[src/include/scp_defs.vh]
/*
  Constants for the serial configuration register port: frame widths,
  register count, default register values and link timing.
  Assumes a 250 MHz system clock and a slow link clock from the controller.
*/
`ifndef SCP_DEFS_VH
`define SCP_DEFS_VH

`define SCP_ADDR_W      12
`define SCP_DATA_W      32
`define SCP_FRAME_W     44
`define SCP_NUM_REGS    8
`define SCP_IDX_W       3
`define SCP_SYNC_RST    2'h0
`define SCP_EDGE_RST    1'h0
`define SCP_OUT_FILL    1'h0
`define SCP_REQ_IDLE_N  1'h1
`define SCP_FRAME_ZERO  44'h000_0000_0000
`define SCP_DATA_ZERO   32'h0000_0000
`define SCP_LINK_HZ     500000
`define SCP_SYS_HZ      250000000

// default register contents restored by the defaults reset
`define SCP_DEF_REG0    32'h0000_0000
`define SCP_DEF_REG1    32'h0000_0000
`define SCP_DEF_REG2    32'h0000_0000
`define SCP_DEF_REG3    32'h0000_0000
`define SCP_DEF_REG4    32'h0000_0000
`define SCP_DEF_REG5    32'h0000_0000
`define SCP_DEF_REG6    32'h0000_0000
`define SCP_DEF_REG7    32'h0000_0000

`endif

[src/core/scp_sync.v]
/*
  Two flip-flop level synchroniser, one bit.
  Assumes the input is asynchronous to clk_sys.
*/
`timescale 1ns/1ns
`include "scp_defs.vh"
module scp_sync (
  // clock and reset
  input  wire clk_sys,
  input  wire reset,
  // level in and out
  input  wire d_async,
  output wire q_sync
);

  reg [1:0] sync_reg;

  always @(posedge clk_sys) begin
    if (reset) begin
      sync_reg <= `SCP_SYNC_RST;
    end else begin
      sync_reg <= {sync_reg[0], d_async};
    end
  end

  assign q_sync = sync_reg[1];

endmodule

[src/core/scp_port.v]
/*
  Serial configuration register port: a slave that lets the board
  controller write and read a small bank of 32-bit registers over a
  slow serial link with a 12-bit address and 32-bit data phase.
  Assumes all link pins are asynchronous; they are synchronised to clk_sys
  and the link clock edges are detected in the clk_sys domain.
*/
`timescale 1ns/1ns
`include "scp_defs.vh"
module scp_port (
  // system clock and reset
  input  wire                     clk_sys,
  input  wire                     reset,
  // serial link from the controller
  input  wire                     cfg_serial_clock,
  input  wire                     cfg_defaults_reset_n,
  input  wire                     cfg_load_strobe,
  input  wire                     cfg_write_not_read,
  input  wire                     cfg_serial_in,
  output wire                     cfg_serial_out,
  // system reset request
  output wire                     soft_reset_request_n,
  // register contents for the fabric
  output wire [`SCP_NUM_REGS*`SCP_DATA_W-1:0] cfg_regs_flat
);

  ////////////////////////////////////////////////////////////////////////
  wire clk_s;
  wire rst_n_s;
  wire load_s;
  wire wnr_s;
  wire din_s;

  scp_sync u_sync_clk (
    .clk_sys (clk_sys),
    .reset   (reset),
    .d_async (cfg_serial_clock),
    .q_sync  (clk_s)
  );
  scp_sync u_sync_rst (
    .clk_sys (clk_sys),
    .reset   (reset),
    .d_async (cfg_defaults_reset_n),
    .q_sync  (rst_n_s)
  );
  scp_sync u_sync_load (
    .clk_sys (clk_sys),
    .reset   (reset),
    .d_async (cfg_load_strobe),
    .q_sync  (load_s)
  );
  scp_sync u_sync_wnr (
    .clk_sys (clk_sys),
    .reset   (reset),
    .d_async (cfg_write_not_read),
    .q_sync  (wnr_s)
  );
  scp_sync u_sync_din (
    .clk_sys (clk_sys),
    .reset   (reset),
    .d_async (cfg_serial_in),
    .q_sync  (din_s)
  );

  ////////////////////////////////////////////////////////////////////////
  // edge detection on synchronised levels only
  reg clk_d_reg;
  reg load_d_reg;

  always @(posedge clk_sys) begin
    if (reset) begin
      clk_d_reg  <= `SCP_EDGE_RST;
      load_d_reg <= `SCP_EDGE_RST;
    end else begin
      clk_d_reg  <= clk_s;
      load_d_reg <= load_s;
    end
  end

  wire clk_rise  = clk_s & ~clk_d_reg;
  wire clk_fall  = ~clk_s & clk_d_reg;
  wire load_rise = load_s & ~load_d_reg;

  ////////////////////////////////////////////////////////////////////////
  // input shifter: address then data, both msb first
  reg [`SCP_FRAME_W-1:0] shift_reg;

  always @(posedge clk_sys) begin
    if (reset) begin
      shift_reg <= `SCP_FRAME_ZERO;
    end else if (clk_rise) begin
      shift_reg <= {shift_reg[`SCP_FRAME_W-2:0], din_s};
    end
  end

  // for a write the address sits above the data word; for a read only
  // the address was shifted, so it lands in the low bits
  wire [`SCP_ADDR_W-1:0] wr_addr =
    shift_reg[`SCP_FRAME_W-1:`SCP_DATA_W];
  wire [`SCP_DATA_W-1:0] wr_data = shift_reg[`SCP_DATA_W-1:0];
  wire [`SCP_ADDR_W-1:0] rd_addr = shift_reg[`SCP_ADDR_W-1:0];

  ////////////////////////////////////////////////////////////////////////
  // register bank; unmapped addresses drop writes and read as zero
  reg  [`SCP_DATA_W-1:0] bank_reg [0:`SCP_NUM_REGS-1];
  wire [`SCP_DATA_W*`SCP_NUM_REGS-1:0] defaults = {
    `SCP_DEF_REG7, `SCP_DEF_REG6, `SCP_DEF_REG5, `SCP_DEF_REG4,
    `SCP_DEF_REG3, `SCP_DEF_REG2, `SCP_DEF_REG1, `SCP_DEF_REG0};

  wire wr_hit = (wr_addr < `SCP_NUM_REGS);
  wire [`SCP_IDX_W-1:0] wr_idx = wr_addr[`SCP_IDX_W-1:0];

  genvar gi;
  generate
    for (gi = 0; gi < `SCP_NUM_REGS; gi = gi + 1) begin : g_bank
      always @(posedge clk_sys) begin
        if (reset || !rst_n_s) begin
          bank_reg[gi] <= defaults[gi*`SCP_DATA_W +: `SCP_DATA_W];
        end else if (load_rise && wnr_s && wr_hit &&
                     wr_idx == gi) begin
          bank_reg[gi] <= wr_data;
        end
      end
      assign cfg_regs_flat[gi*`SCP_DATA_W +: `SCP_DATA_W] = bank_reg[gi];
    end
  endgenerate

  ////////////////////////////////////////////////////////////////////////
  // read path: latch on load, shift out lsb first on falling link edges
  // so data is stable around the controller's sampling rising edge
  reg [`SCP_DATA_W-1:0] rd_shift_reg;
  wire rd_hit = (rd_addr < `SCP_NUM_REGS);
  wire [`SCP_IDX_W-1:0] rd_idx = rd_addr[`SCP_IDX_W-1:0];

  always @(posedge clk_sys) begin
    if (reset || !rst_n_s) begin
      rd_shift_reg <= `SCP_DATA_ZERO;
    end else if (load_rise && !wnr_s) begin
      rd_shift_reg <= rd_hit ? bank_reg[rd_idx] : `SCP_DATA_ZERO;
    end else if (clk_fall && !load_s) begin
      rd_shift_reg <= {`SCP_OUT_FILL, rd_shift_reg[`SCP_DATA_W-1:1]};
    end
  end

  // idles low after reset, defaults reset and a finished read
  assign cfg_serial_out = rd_shift_reg[0];

  // this slave never asks for a system reset
  assign soft_reset_request_n = `SCP_REQ_IDLE_N;

endmodule

[config.mk]
export PLATFORM = sky130hd
export DESIGN_NAME = scp_port
export DESIGN_NICKNAME = d
export VERILOG_FILES = /design/src/core/scp_sync.v /design/src/core/scp_port.v
export VERILOG_INCLUDE_DIRS = /design/src /design/src/include
export SDC_FILE = /design/constraint.sdc
export NUM_CORES = 1
export LEC_CHECK = 0
export BUFFER_PORTS_ARGS = -buffer_cell sky130_fd_sc_hd__buf_2
export CAP_MARGIN = 5
export CORE_MARGIN = 2
export CORE_UTILIZATION = 60
export DETAILED_ROUTE_END_ITERATION = 10
export PLACE_DENSITY = 0.95
export REMOVE_ABC_BUFFERS = 1
export SYNTH_ARGS = -nofsm -noshare
export SYNTH_HDL_FRONTEND = slang
export SYNTH_HIERARCHICAL = 1
export SYNTH_SLANG_ARGS = --single-unit
[constraint.sdc]
create_clock -name clk_sys -period 7.81 [get_ports clk_sys]
set_input_delay 0.781 -clock clk_sys [delete_from_list [all_inputs] [get_ports clk_sys]]
set_output_delay 0.781 -clock clk_sys [all_outputs]
set_load 0.005 [all_outputs]
==> metrics.txt <==
TritonCTS buffer count=35; H-tree depth=2; share of cells above drive strength 1=0.314; Slew HR=0.113; DRC=0; fraction of registers with async set/reset=0; FF-to-FF End=bank_reg[4][23]; Worst Setup Path Type=register to register; vias in the first global route=~11000; largest net degree at the start of global routing=slightly below 60; clk root buf=clkbuf_16; cell area after synthesis=around 15000 um2; Routed WL per cell=between 20 and 30 um; worst-case reg-to-reg path depth=4; fin crit share=0.409; CP max-delay cell=o31ai_4; Antenna Cells=0; final-report setup violation count=0; CTS clk-pin slew, worst paths=0.06 ns; Peak VDD IR=0.180 mV; Hold WS=approximately 0.45 ns; antenna violations before repair=1; Tot GR Track Use=0.329; Max-Cap Viols=0; area share of the leading cell type in the synthesized netlist=0.500; Hold Buf Count CTS=0; Skew-Pair Late Insertion Delay=between 0.5 and 0.6 ns; Final nets=1440; max FFs per register=256; start point of the critical path=shift_reg[42]; Critical path destination=bank_reg[4][23]; worst-path cell chain=nor4_4 > nand4_1 > o31ai_4 > buf_4; synthesized area per cell=12.8 um2; CTS tree=done; R2R Setup Slk=4.62 ns; CP delay by family, top=compound AO/OA/AOI/OAI gates; Core ar.=25200 um2; post-cts sizing count=0; die width=between 150 and 200 um; RSZ-0062 raised after global routing=false; r2r startpoint=shift_reg[42]; Overflow after GRT=0; num ports=265; kind of start point of the critical path=register; Synth area leaders=edfxtp_1 (50%), dfxtp_1 (12%), and2_1 (10%); WP depth=4; Vias=between 10000 and 15000; outcome=complete, no violations; leakage=roughly 7.4 nW; post-CTS setup-driven buffer insertion count=0; total negative slack=0 ns; drt pass-1 iters=5; final max-slew violation count=0; Critical Path AT=3.38 ns; Yosys top cell by area=edfxtp_1; critical path capture point type=register; Hold Crit Class=register to register; initial core utilization=0.611; 1st-iter DRT viols=roughly 1600; WL final=45100 um; std cell rows=58; Clock Path Buffers=3; Die H=164 um; yosys synthesis warning count=6; routed vias/inst=6.29; CP peak stage delay=1.13 ns; Mapped Cells=1206; number of flops mapped to enable cells by yosys=256; clk sink count=roughly 350; first-pass GRT wire length=65900 um; Layout area overhead=18.2%; die footprint=26900 um2; Cell Pwr Density=about 210 nW/um2; CP bufs+invs=1; most used flip-flop cell after synthesis=edfxtp_1; f_max=~310 MHz; Final HPWL DP=28000 um; synth cell count leaders=and2_1 (256), edfxtp_1 (256), mux2i_1 (126); Netlist cell types=42; worst slew pin tran=about 1.3 ns; Worst Path Required=8.00 ns; part of the Yosys area used for sequential elements=0.618; final setup skew=0.0162 ns; gpl congestion=0.844; final hold vios=0; Seq cells post-synth=347; Post-DRT Antenna Nets=0; Final min period=~3.2 ns; # port buffers=263; CP max FO=17
[cell families after synthesis]
logic type | Yosys count | share of synthesized area
buffers and inverters | 96 | 0.0292
multiplexers | 127 | 0.0834
AO/OA/AOI/OAI | 209 | 0.0954
other | 1 | 0.000244
AND/OR/NAND/NOR | 426 | 0.174
flip-flops | 347 | 0.618
[worst min path at each step]
stage	slack, ns	start	end	cells after the start
2_1_floorplan	0.41	u_sync_clk/sync_reg[0]	u_sync_clk/sync_reg[1]	1
3_5_place_dp	0.43	u_sync_din/sync_reg[0]	u_sync_din/sync_reg[1]	1
6_report	0.45	u_sync_din/sync_reg[0]	u_sync_din/sync_reg[1]	1
5_1_grt	0.46	u_sync_clk/sync_reg[0]	u_sync_clk/sync_reg[1]	1
4_1_cts	0.45	u_sync_din/sync_reg[1]	register	2
3_3_place_gp	0.42	u_sync_din/sync_reg[0]	u_sync_din/sync_reg[1]	1
[worst reg2reg max path: cells and delay by family, from the launching register on]
family | cells | cell delay (ns)
compound gates | 1 | 1.13
simple gates | 2 | 0.90
buf+inv | 1 | 0.48
flops | 1 | 0.35
[layout make-up]
cell class / count / area, um2
Multi-Input combinational cell: 763 / 5610
Clock inverter: 19 / 154
Timing Repair Buffer: 285 / 1540
Fill cell: 1569 / 6990
Inverter: 1 / 3.75
Sequential cell: 347 / 9520
Tap cell: 330 / 413
Clock buffer: 45 / 948
[where the power goes]
| group | switching (W) | total (W) | internal, W | leakage (nW) |
|---|---|---|---|---|
| logic | 0.0000786 | 0.000120 | 0.0000416 | 3.06 |
| registers | 0.0000273 | 0.00203 | 0.00200 | 3.81 |
| clock network | 0.000709 | 0.00164 | 0.000931 | 0.544 |
[metal layers]
layer  wire length (um)  vias up  track usage
met5                  0        -            0
met4               1860        0        0.146
met3               5250      145       0.0747
met2              21500      857        0.530
met1              16500     5486        0.428
li1                   -     4769            -
[metrics by stage]
stage | std cells | area (um2) | util | setup slack (ns) | power, W
2_1_floorplan | 1111 | 14900 | - | 3.21 | 0.00211
3_3_place_gp | 1722 | 17000 | 0.675 | 4.55 | 0.00218
3_5_place_dp | 1725 | 17100 | 0.678 | 4.54 | 0.00218
4_1_cts | 1789 | 18200 | 0.721 | 4.67 | 0.00378
5_1_grt | 1790 | 18200 | 0.722 | 4.52 | 0.00386
6_report | 1790 | 18200 | 0.722 | 4.62 | 0.00379
[placed cells by master (no fill, tap or decap), types with 3 or more instances in the layout]
cell	instances
a21oi_2	29
clkinv_1	8
a21oi_1	46
buf_4	18
edfxtp_1	256
nand3_2	29
clkbuf_16	36
nand2b_1	3
a22oi_2	29
clkbuf_1	7
clkinv_2	6
nand2_1	93
a22oi_1	33
nand3_1	4
nor2b_4	4
nor4_4	9
and2_1	256
dfxtp_1	89
nor2b_1	12
mux2i_1	126
buf_2	263
o21ai_0	63
o21ai_4	6
No activity file was read; power rests on OpenSTA's default activity.
